File: config.mk
export PLATFORM = sky130hd
export DESIGN_NAME = sdli_top
export DESIGN_NICKNAME = d
export VERILOG_FILES = /design/src/rtl/sdli_pkg.sv /design/src/rtl/sdli_word_if.sv /design/src/rtl/sdli_buf.sv /design/src/rtl/sdli_top.sv
export SDC_FILE = /design/constraint.sdc
export NUM_CORES = 1
export LEC_CHECK = 0
export ABC_AREA = 1
export BUFFER_PORTS_ARGS = -buffer_cell sky130_fd_sc_hd__buf_2
export CAP_MARGIN = 20
export CORE_MARGIN = 5
export CORE_UTILIZATION = 50
export DETAILED_ROUTE_END_ITERATION = 16
export HOLD_SLACK_MARGIN = 0.05
export PLACE_DENSITY = 0.68
export SETUP_SLACK_MARGIN = 0.05
export SLEW_MARGIN = 20
export SYNTH_ARGS = -nofsm -noshare
export SYNTH_HDL_FRONTEND = slang
export SYNTH_SLANG_ARGS = --single-unit
File: constraint.sdc
create_clock -name ref_clk -period 2.9 [get_ports ref_clk]
set_input_delay 0.145 -clock ref_clk [delete_from_list [all_inputs] [get_ports ref_clk]]
set_output_delay 0.145 -clock ref_clk [all_outputs]
set_load 0.1 [all_outputs]
File: src/rtl/sdli_pkg.sv
// Package of constants for the serial converter load interface
package sdli_pkg;
    // Word width and the frame length in serial clock falling edges
    localparam int CODE_W = 8;
    localparam int FRAME_EDGES = 8;
    localparam logic [3:0] FRAME_EDGES_C = 4'h8;
    // Values after reset
    localparam logic [7:0] CODE_RESET = 8'h00;
    localparam logic [3:0] COUNT_RESET = 4'h0;
    // Pin levels at rest, bit 3 down: load, select, data, serial clock
    localparam logic [3:0] PIN_RESET = 4'hd;
    // Full scale divisor of the straight binary code
    localparam int FULL_SCALE = 256;
    // Buffer depth between the shifter and the latch
    localparam int BUF_DEPTH = 2;
endpackage

File: src/rtl/sdli_word_if.sv
// Valid/ready word carrier between shifter and buffer
`timescale 1ns/10ps
interface sdli_word_if #(
    parameter int W = 8
);
    logic valid;
    logic ready;
    logic [W-1:0] data;
    modport src (output valid, output data, input ready);
    modport dst (input valid, input data, output ready);
endinterface

File: src/rtl/sdli_buf.sv
// Two-entry word buffer with valid and ready on both sides
`timescale 1ns/10ps
module sdli_buf #(
    parameter int W = 8
) (
    // Clock and reset
    input wire logic ref_clk,
    input wire logic resetn,
    // Fill side
    sdli_word_if.dst wr,
    // Drain side
    output logic out_valid,
    input wire logic out_ready,
    output logic [W-1:0] out_data
);
    logic [W-1:0] mem [0:1];
    logic wp;
    logic rp;
    logic [1:0] cnt;
    logic push;
    logic pop;

    assign wr.ready = (cnt != 2'h2);
    assign out_valid = (cnt != 2'h0);
    assign out_data = mem[rp];
    assign push = wr.valid && wr.ready;
    assign pop = out_valid && out_ready;

    always_ff @(posedge ref_clk or negedge resetn) begin
        if (!resetn) begin
            mem[0] <= sdli_pkg::CODE_RESET;
            mem[1] <= sdli_pkg::CODE_RESET;
        end else if (push) begin
            mem[wp] <= wr.data;
        end
    end

    always_ff @(posedge ref_clk or negedge resetn) begin
        if (!resetn) begin
            wp <= 1'b0;
            rp <= 1'b0;
            cnt <= 2'h0;
        end else begin
            if (push) begin
                wp <= ~wp;
            end
            if (pop) begin
                rp <= ~rp;
            end
            cnt <= cnt + {1'b0, push} - {1'b0, pop};
        end
    end
endmodule

File: src/rtl/sdli_top.sv
// Serial input port and output latch control of an 8-bit converter
`timescale 1ns/10ps
module sdli_top #(
    parameter int W = sdli_pkg::CODE_W
) (
    // Clock and reset
    input wire logic ref_clk,
    input wire logic resetn,
    // Serial pins from the controller
    input wire logic serial_clk,
    input wire logic serial_data_in,
    input wire logic frame_sel_n,
    input wire logic load_output_n,
    // Converter latch
    output logic [W-1:0] dac_code,
    output logic dac_update,
    // Word received, not yet loaded
    output logic word_pending
);
    // ==========================================
    // Pin synchronisers
    // Pin vector order: serial clock, data, frame select, load
    localparam int N_PINS = 4;

    logic [N_PINS-1:0] pin_raw;
    logic [N_PINS-1:0] pin_sync;
    logic sclk_sync;
    logic serial_data_in_sync;
    logic fsel_sync;
    logic load_sync;

    assign pin_raw = {load_output_n, frame_sel_n,
        serial_data_in, serial_clk};

    // Two flops per pin; only the second stage is read by any logic,
    // so a metastable first stage never fans out
    for (genvar gi = 0; gi < N_PINS; gi++) begin : g_sync
        logic meta;
        logic sync;

        always_ff @(posedge ref_clk or negedge resetn) begin
            if (!resetn) begin
                meta <= sdli_pkg::PIN_RESET[gi];
                sync <= sdli_pkg::PIN_RESET[gi];
            end else begin
                meta <= pin_raw[gi];
                sync <= meta;
            end
        end

        assign pin_sync[gi] = sync;
    end

    assign sclk_sync = pin_sync[0];
    assign serial_data_in_sync = pin_sync[1];
    assign fsel_sync = pin_sync[2];
    assign load_sync = pin_sync[3];

    // ==========================================
    // Edge and frame decode
    // Each serial clock phase must last three or more ref_clk cycles
    logic sclk_d;
    logic load_d;
    logic sclk_fall;
    logic load_fall;
    logic in_frame;
    logic load_low;

    // Delayed copies start at the rest level of their pins, so leaving
    // reset never looks like a serial clock or load falling edge
    always_ff @(posedge ref_clk or negedge resetn) begin
        if (!resetn) begin
            sclk_d <= sdli_pkg::PIN_RESET[0];
        end else begin
            sclk_d <= sclk_sync;
        end
    end

    always_ff @(posedge ref_clk or negedge resetn) begin
        if (!resetn) begin
            load_d <= sdli_pkg::PIN_RESET[3];
        end else begin
            load_d <= load_sync;
        end
    end

    assign in_frame = !fsel_sync;
    assign sclk_fall = sclk_d && !sclk_sync;
    assign load_fall = load_d && !load_sync;
    assign load_low = !load_sync;

    // ==========================================
    // Shifter
    typedef enum logic [1:0] {
        SDLI_IDLE = 2'b00,
        SDLI_SHIFT = 2'b01,
        SDLI_DONE = 2'b10
    } sdli_state_t;

    sdli_state_t state;
    sdli_state_t next_state;
    logic [W-1:0] shift;
    logic [3:0] bit_cnt;
    logic word_done;

    sdli_word_if #(.W(W)) word_bus ();

    // Extra falls after the eighth are ignored until select rises
    always_comb begin
        next_state = state;
        case (state)
            SDLI_IDLE: begin
                if (in_frame) begin
                    next_state = SDLI_SHIFT;
                end
            end
            SDLI_SHIFT: begin
                if (!in_frame) begin
                    next_state = SDLI_IDLE;
                end else if (word_done) begin
                    next_state = SDLI_DONE;
                end
            end
            SDLI_DONE: begin
                if (!in_frame) begin
                    next_state = SDLI_IDLE;
                end
            end
            default: begin
                next_state = SDLI_IDLE;
            end
        endcase
    end

    always_ff @(posedge ref_clk or negedge resetn) begin
        if (!resetn) begin
            state <= SDLI_IDLE;
        end else begin
            state <= next_state;
        end
    end

    assign word_done = (state == SDLI_SHIFT) && in_frame && sclk_fall &&
        (bit_cnt == sdli_pkg::FRAME_EDGES_C - 4'h1);

    always_ff @(posedge ref_clk or negedge resetn) begin
        if (!resetn) begin
            shift <= sdli_pkg::CODE_RESET;
        end else if ((state == SDLI_SHIFT) && in_frame && sclk_fall) begin
            shift <= {shift[W-2:0], serial_data_in_sync};
        end
    end

    // Count falls; a cut frame restarts from zero
    always_ff @(posedge ref_clk or negedge resetn) begin
        if (!resetn) begin
            bit_cnt <= sdli_pkg::COUNT_RESET;
        end else if (state != SDLI_SHIFT) begin
            bit_cnt <= sdli_pkg::COUNT_RESET;
        end else if (in_frame && sclk_fall) begin
            bit_cnt <= bit_cnt + 4'h1;
        end
    end

    assign word_bus.valid = word_done;
    assign word_bus.data = {shift[W-2:0], serial_data_in_sync};

    // ==========================================
    // Word buffer and converter latch
    logic buf_valid;
    logic buf_ready;
    logic [W-1:0] buf_data;

    sdli_buf #(.W(W)) u_buf (
        .ref_clk(ref_clk),
        .resetn(resetn),
        .wr(word_bus.dst),
        .out_valid(buf_valid),
        .out_ready(buf_ready),
        .out_data(buf_data)
    );

    logic pop_word;

    // Load fall or held-low auto update
    // Held low, the load drains one buffered word per cycle; a word that
    // completes while both entries are full is dropped
    assign buf_ready = load_fall || load_low;
    assign word_pending = buf_valid;
    assign pop_word = buf_valid && buf_ready;

    // Code held as unsigned binary, code/256 of full scale
    always_ff @(posedge ref_clk or negedge resetn) begin
        if (!resetn) begin
            dac_code <= sdli_pkg::CODE_RESET;
        end else if (pop_word) begin
            dac_code <= buf_data;
        end
    end

    // One-cycle strobe for each write of the latch
    always_ff @(posedge ref_clk or negedge resetn) begin
        if (!resetn) begin
            dac_update <= 1'b0;
        end else begin
            dac_update <= pop_word;
        end
    end
endmodule

==> reports/metrics.yaml, run 1 <==
tns_ns: 0
max_freq_mhz: 621
critical_path_class: "reg -> reg"
finalPower_uw: 2310
n_antenna_cell: 0
clock_skew_ns: 0.00813
initial_core_util_pct: 52.4
drcViolationCount: 0
arrival_ns: 1.79
synth_fp_nets: 223
drt-pass1-iter-count: 6
synth_area_per_cell_sq_um: 9.95
die-area_sq_um: 5690
post-dp-hpwl_mm: 2.60
maxSlewHeadroom_pct: 50.0
cap_violations: 0
seq_area_frac_synth_pct: 60.1
dieHeight_um: 75.4
cts.reportedPaths.clkPinSlew_ns: 0.09
critPathMaxFanout: 18
slew_viol_final: 0
cts.path.max_buffers: 2
final.setup.worst_slack_ns: 1.29
synth_area_leader_cell: "dfrtp_1"
r2r-end: "u_buf.cnt[1]$_DFF_PN0_"
crit_path_end_kind: "flip-flop"
portBuffers: 15
cts_max_level: 2
numCtsBuffers: 5
p_leak_uw: 0.00118
coreArea_sq_um: 4090
dr.first_iter.drc_count: 95
antenna_found_initial: 0
ioPinCount: 16
grt-ovfl-total: 0
row_count: 23
wirelength_mm: 3.83
max-vdd-ir-drop_uv: 340
ff2ff_setup_slack_ns: 1.29
grt_max_degree: 48
vias_per_cell: 5.10
finalSetupViolCount: 0
cts.sinks: 51
ff2ff_path_depth: 8
cts_tree: "done"
whs_path_depth: 0
cp.required_ns: 3.08
final_util_pct: 58.6
clockRootBuffer: "clkbuf_8"
final_layout_size_suffix_gt1_share_pct: 17.8
hold_violations: 0
grt_pass1_vias: 1408
dieWidth_um: 75.4
nets: 243
grt_pass1_wl_mm: 6.71
fin_crit_sh_pct: 55.5
rsz0062_at_grt: "no"
place_ws_ns: 1.30
ys_types: 27
worst_pin_slew_ns: 0.748
yosys-top-cells-area: "dfrtp_1 (51%), nand2_1 (14%), dfstp_2 (8.6%)"
synth_top_cell_area_share_pct: 51.5
startpoint_type: "flip-flop"
min_from: "g_sync[0].meta$_DFF_PN1_"
synth_area_sq_um: 2140
status: "complete, no violations"
min_path_type: "reg -> reg"
layout_min_cycle_time_ns: 1.61
yosys_warnings: 0
hold_end: "g_sync[0].sync$_DFF_PN1_"
powerDensity_nw_per_um2: 962
insertion_delay_ns: 0.30
gp_congestion: 0.740
routed-via-count: 1458
timing.rr.start: "g_sync[3].sync$_DFF_PN1_"
ant_nets: 0
wl_per_cell_um: 13.4
fin_cells: 286
ys_ff_latch: 51
syn-instance-count: 215
dp_cells: 273
synthToLayoutAreaGrowth_pct: 12.0
cts_setup_buffers: 0
grt.total_usage_pct: 15.7
==> Yosys cell counts <==
library cell	n
buf_6	3
nor3_1	1
buf_2	2
xor2_1	1
ha_1	2
xnor2_1	2
dfrtp_1	44
o21ai_0	1
nand3_4	1
clkbuf_1	2
a21oi_1	2
clkinv_1	2
nand2_2	1
buf_4	1
nand4_4	2
nand3_1	5
dfstp_2	7
o31ai_1	1
nor2_4	3
inv_1	8
nor2_1	10
a31oi_1	8
inv_2	3
o21ai_1	2
nor2_8	1
nand2_1	80
nand4_1	20
==> power by group <==
part | switching, uW | internal (uW) | total [uW]
combinational | 746 | 141 | 888
clock | 221 | 279 | 501
sequential | 89.6 | 828 | 917
total | 1060 | 1250 | 2310
==> logic make-up (layout without fill, tap and decap cells) <==
family / after synthesis / after routing / synth area share, %
compound gates: 14 / 14 / 3.86
xor+xnor: 3 / 3 / 1.23
fa+ha+maj: 2 / 2 / 1.17
buf+inv: 21 / 42 / 5.03
flops: 51 / 51 / 60.1
simple gates: 124 / 124 / 28.7
==> worst max path at each step <==
stage,start,endpoint,slack [ns],cells past startpoint
5_1_grt,u_buf.cnt[1]$_DFF_PN0_,u_buf.cnt[1]$_DFF_PN0_,1.08,9
4_1_cts,u_buf.cnt[1]$_DFF_PN0_,u_buf.cnt[1]$_DFF_PN0_,1.29,9
3_5_place_dp,u_buf.cnt[1]$_DFF_PN0_,u_buf.cnt[1]$_DFF_PN0_,1.30,9
3_3_place_gp,g_sync[3].sync$_DFF_PN1_,u_buf.cnt[1]$_DFF_PN0_,1.34,8
6_report,g_sync[3].sync$_DFF_PN1_,u_buf.cnt[1]$_DFF_PN0_,1.29,8
2_1_floorplan,u_buf.cnt[1]$_DFF_PN0_,u_buf.cnt[1]$_DFF_PN0_,0.66,10
==> through the flow <==
step           hold slack [ns]  instance area (sq um)
5_1_grt                  0.364                   2400
2_1_floorplan           -0.151                   2140
4_1_cts                 0.0518                   2380
3_3_place_gp             0.250                   2230
3_5_place_dp             0.251                   2230
6_report                 0.360                   2400
==> what timing repair did <==
action / CTS / global route
hold buffers: 4 / 1
endpoints found under the hold margin: 4 / 44
resized for setup: 0 / 0
==> area by class of cell <==
class | instances | area [sq um]
Fill cell | 362 | 1690
Sequential cell | 51 | 1280
Multi-Input combinational cell | 143 | 747
Timing Repair Buffer | 21 | 135
Clock buffer | 6 | 82.6
Tap cell | 50 | 62.6
Inverter | 13 | 48.8
Clock inverter | 2 | 35.0
==> flip-flops by register name, indices dropped and copies added (netlist names) <==
name,cells
u_buf.rp,1
g_sync.sync,3
g_sync.meta,4
shift,7
u_buf.mem,16
dac_code,8
u_buf.wp,1
fsel_sync,1
u_buf.cnt,2
dac_update,1
sclk_d,1
bit_cnt,4
state,2
==> metal layers <==
layer  vias to the layer above  part of all wire [%]  global-route usage [%]
met2                        22                    46                    23.6
met3                         2                   3.2                    4.35
met4                         0                  0.63                    4.66
met1                       681                    50                    22.5
li1                        753                     -                       -
met5                         -                     0                       0
==> critical path, cell delays in order, from the launching register on <==
cell and delay [ns]:
dfstp_2 0.53, inv_1 0.03, nand2_1 0.09, inv_2 0.13, ha_1 0.34, inv_1 0.10, nand4_1 0.10, nand2_1 0.10
nand2_1 0.06
==> placed cells by master (no fill, tap or decap), types with 3 or more instances in the layout <==
| master | count |
|---|---|
| inv_1 | 8 |
| nand4_1 | 20 |
| nor2_1 | 10 |
| buf_2 | 14 |
| nand2_1 | 80 |
| dlygate4sd3_1 | 5 |
| nand3_1 | 5 |
| dfrtp_1 | 44 |
| a31oi_1 | 8 |
| inv_2 | 3 |
| nor2_4 | 3 |
| clkbuf_8 | 6 |
| dfstp_2 | 7 |
Note: power is estimated with default switching activity, not from simulation.
==> inputs of run 2 (changes only) <==
PLACE_DENSITY = 0.71   (was 0.68)
clock period = 1.46 ns   (was 2.9 ns; I/O delays follow)
==> run 2 against run 1 <==
  * Routed wire length down 5.2%
  * First-iteration DRC count down 16%
  * Sequential share of layout area down 2.9 points
  * Combinational power up 130%
  * Hold slack worse by 0.15 ns
  * Power grew 100%
  * Sequential power grew 94%
  * Critical endpoint is now word_pending
  * Global-route usage fell by 0.71 points
  * Core utilization rose by 3.4 points
  * Setup slack worse by 1.2 ns
  * Clock power is 57% higher
  * Design area is 5.8% higher
==> reports/metrics.yaml, run 2 (same netlist as run 1, synthesis figures left out) <==
grt_pass1_wl_mm: 6.49
largestRegisters: "u_buf.mem (16), dac_code (8), shift (7)"
grt.total_usage_pct: 15.0
coreArea_sq_um: 4090
critical_path_class: "reg -> out"
min_path_type: "in -> async"
finalPower_uw: 4620
cts.reportedPaths.clkPinSlew_ns: 0.09
ff2ff_setup_slack_ns: 0.15
final_area_sq_um: 2530
ff2ff_path_depth: 6
timing.rr.start: "bit_cnt[1]$_DFFE_PN0P_"
initial_core_util_pct: 52.4
final_layout_size_suffix_gt1_share_pct: 24.7
clock_skew_ns: 0.00565
grt_max_degree: 37
cts_tree: "done"
finalSetupViolCount: 0
vias_per_cell: 5.02
portBuffers: 15
layout_min_cycle_time_ns: 1.37
status: "complete, no violations"
dieHeight_um: 75.4
critPathMaxFanout: 3
max_freq_mhz: 729
row_count: 23
regMostFlops: "u_buf.mem"
switching_share_pct: 47.4
grt-ovfl-total: 0
seqPwrFrac_pct: 38.5
ioPinCount: 16
powerDensity_nw_per_um2: 1820
layout_common_cells: "nand2_1 (78), dfrtp_1 (44), nand4_1 (20)"
wl_per_cell_um: 12.2
insertion_delay_ns: 0.30
final.setup.worst_slack_ns: 0.0886
fin_crit_sh_pct: 93.9
numCtsBuffers: 5
place_ws_ns: 0.0581
hold_violations: 0
internal-power_uw: 2430
cts_max_level: 2
fin_cells: 297
dieWidth_um: 75.4
nets: 254
power.switching_uw: 2190
antenna_found_initial: 0
max-vdd-ir-drop_uv: 932
cts.sinks: 51
dp_cells: 280
p_leak_uw: 0.00125
cap_violations: 0
arrival_ns: 1.30
crit_path_end_kind: "output port"
n_antenna_cell: 0
place_area_sq_um: 2350
layout.cells.most_common: "nand2_1"
grt_pass1_vias: 1442
startpoint_type: "flip-flop"
die-area_sq_um: 5690
maxSlewHeadroom_pct: 67.8
drcViolationCount: 0
r2r-end: "u_buf.mem[8]$_DFFE_PN0P_"
slew_viol_final: 0
synthToLayoutAreaGrowth_pct: 18.5
largest_reg_flops: 16
cp.required_ns: 1.39
dr.first_iter.drc_count: 80
worst_pin_slew_ns: 0.486
rsz0062_at_grt: "yes"
wirelength_mm: 3.63
gp_congestion: 0.793
p_comb_share_pct: 44.4
power.clock.fraction_pct: 17.1
cts.path.max_buffers: 2
drt-pass1-iter-count: 4
ant_nets: 0
post-dp-hpwl_mm: 2.56
clockRootBuffer: "clkbuf_8"
routed-via-count: 1490
==> run 2: cell count changes in the layout (fill, tap and decap cells not counted), sizes merged <==
cell	change
clkbuf	-1
bufinv	-1
clkinv	+1
inv	+1
buf	+11
==> run 2: cell type report <==
class	instances	area (sq um)
Clock buffer	5	68.8
Sequential cell	51	1280
Timing Repair Buffer	32	253
Fill cell	347	1550
Clock inverter	3	18.8
Inverter	13	51.3
Multi-Input combinational cell	143	796
Tap cell	50	62.6
==> run 2: worst max-delay path by stage <==
stage | startpoint | endpoint | slack [ns]
finish | u_buf.cnt[1]$_DFF_PN0_ | word_pending | 0.09
global route | u_buf.cnt[1]$_DFF_PN0_ | word_pending | 0.04
CTS | state[1]$_DFFE_PN0P_ | u_buf.mem[9]$_DFFE_PN0P_ | 0.08
detailed placement | bit_cnt[0]$_DFFE_PN0P_ | u_buf.mem[9]$_DFFE_PN0P_ | 0.06
global placement | bit_cnt[0]$_DFFE_PN0P_ | u_buf.mem[13]$_DFFE_PN0P_ | 0.10
floorplan | u_buf.cnt[0]$_DFF_PN0_ | u_buf.cnt[1]$_DFF_PN0_ | -0.04
==> run 2: worst max-delay path, cell delays in order, from the launching register on <==
cell     delay (ns)
dfrtp_1        0.43
inv_2          0.09
nand2_8        0.07
buf_2          0.42
==> run 2: routing by layer <==
metal	up-vias	global-route usage, %	part of all wire, %
met5	-	0	0
met4	0	5.83	1.6
met3	5	3.96	4.2
met2	26	23.8	45
met1	683	19.8	49
li1	776	-	-
==> run 2: per-stage QoR <==
stage | TNS, ns | utilization (%) | hold WS, ns
after floorplan | -0.0363 | - | -0.223
after global placement | 0 | 57.6 | 0.00553
after detailed placement | 0 | 57.6 | 0.00946
after CTS | 0 | 61.4 | 0.222
after global routing | 0 | 62.0 | 0.238
final | 0 | 62.0 | 0.206
==> run 2: power groups by stage <==
stage          registers [uW]  logic (uW)  clock network [uW]
2_1_floorplan            2690         748                   0
3_3_place_gp             1800        1980                   0
3_5_place_dp             1820        1990                   0
4_1_cts                  1780        2050                 819
5_1_grt                  1810        2200                 865
6_report                 1780        2050                 789
==> run 2: timing repair <==
item | CTS | global route
endpoints found under the setup margin | 12 | 16
setup buffers | 2 | 2
hold buffers | 5 | 0
gates resized for setup | 0 | 2
pin swaps | 1 | 1
endpoints found under the hold margin | 55 | 0
gates cloned | 0 | 0
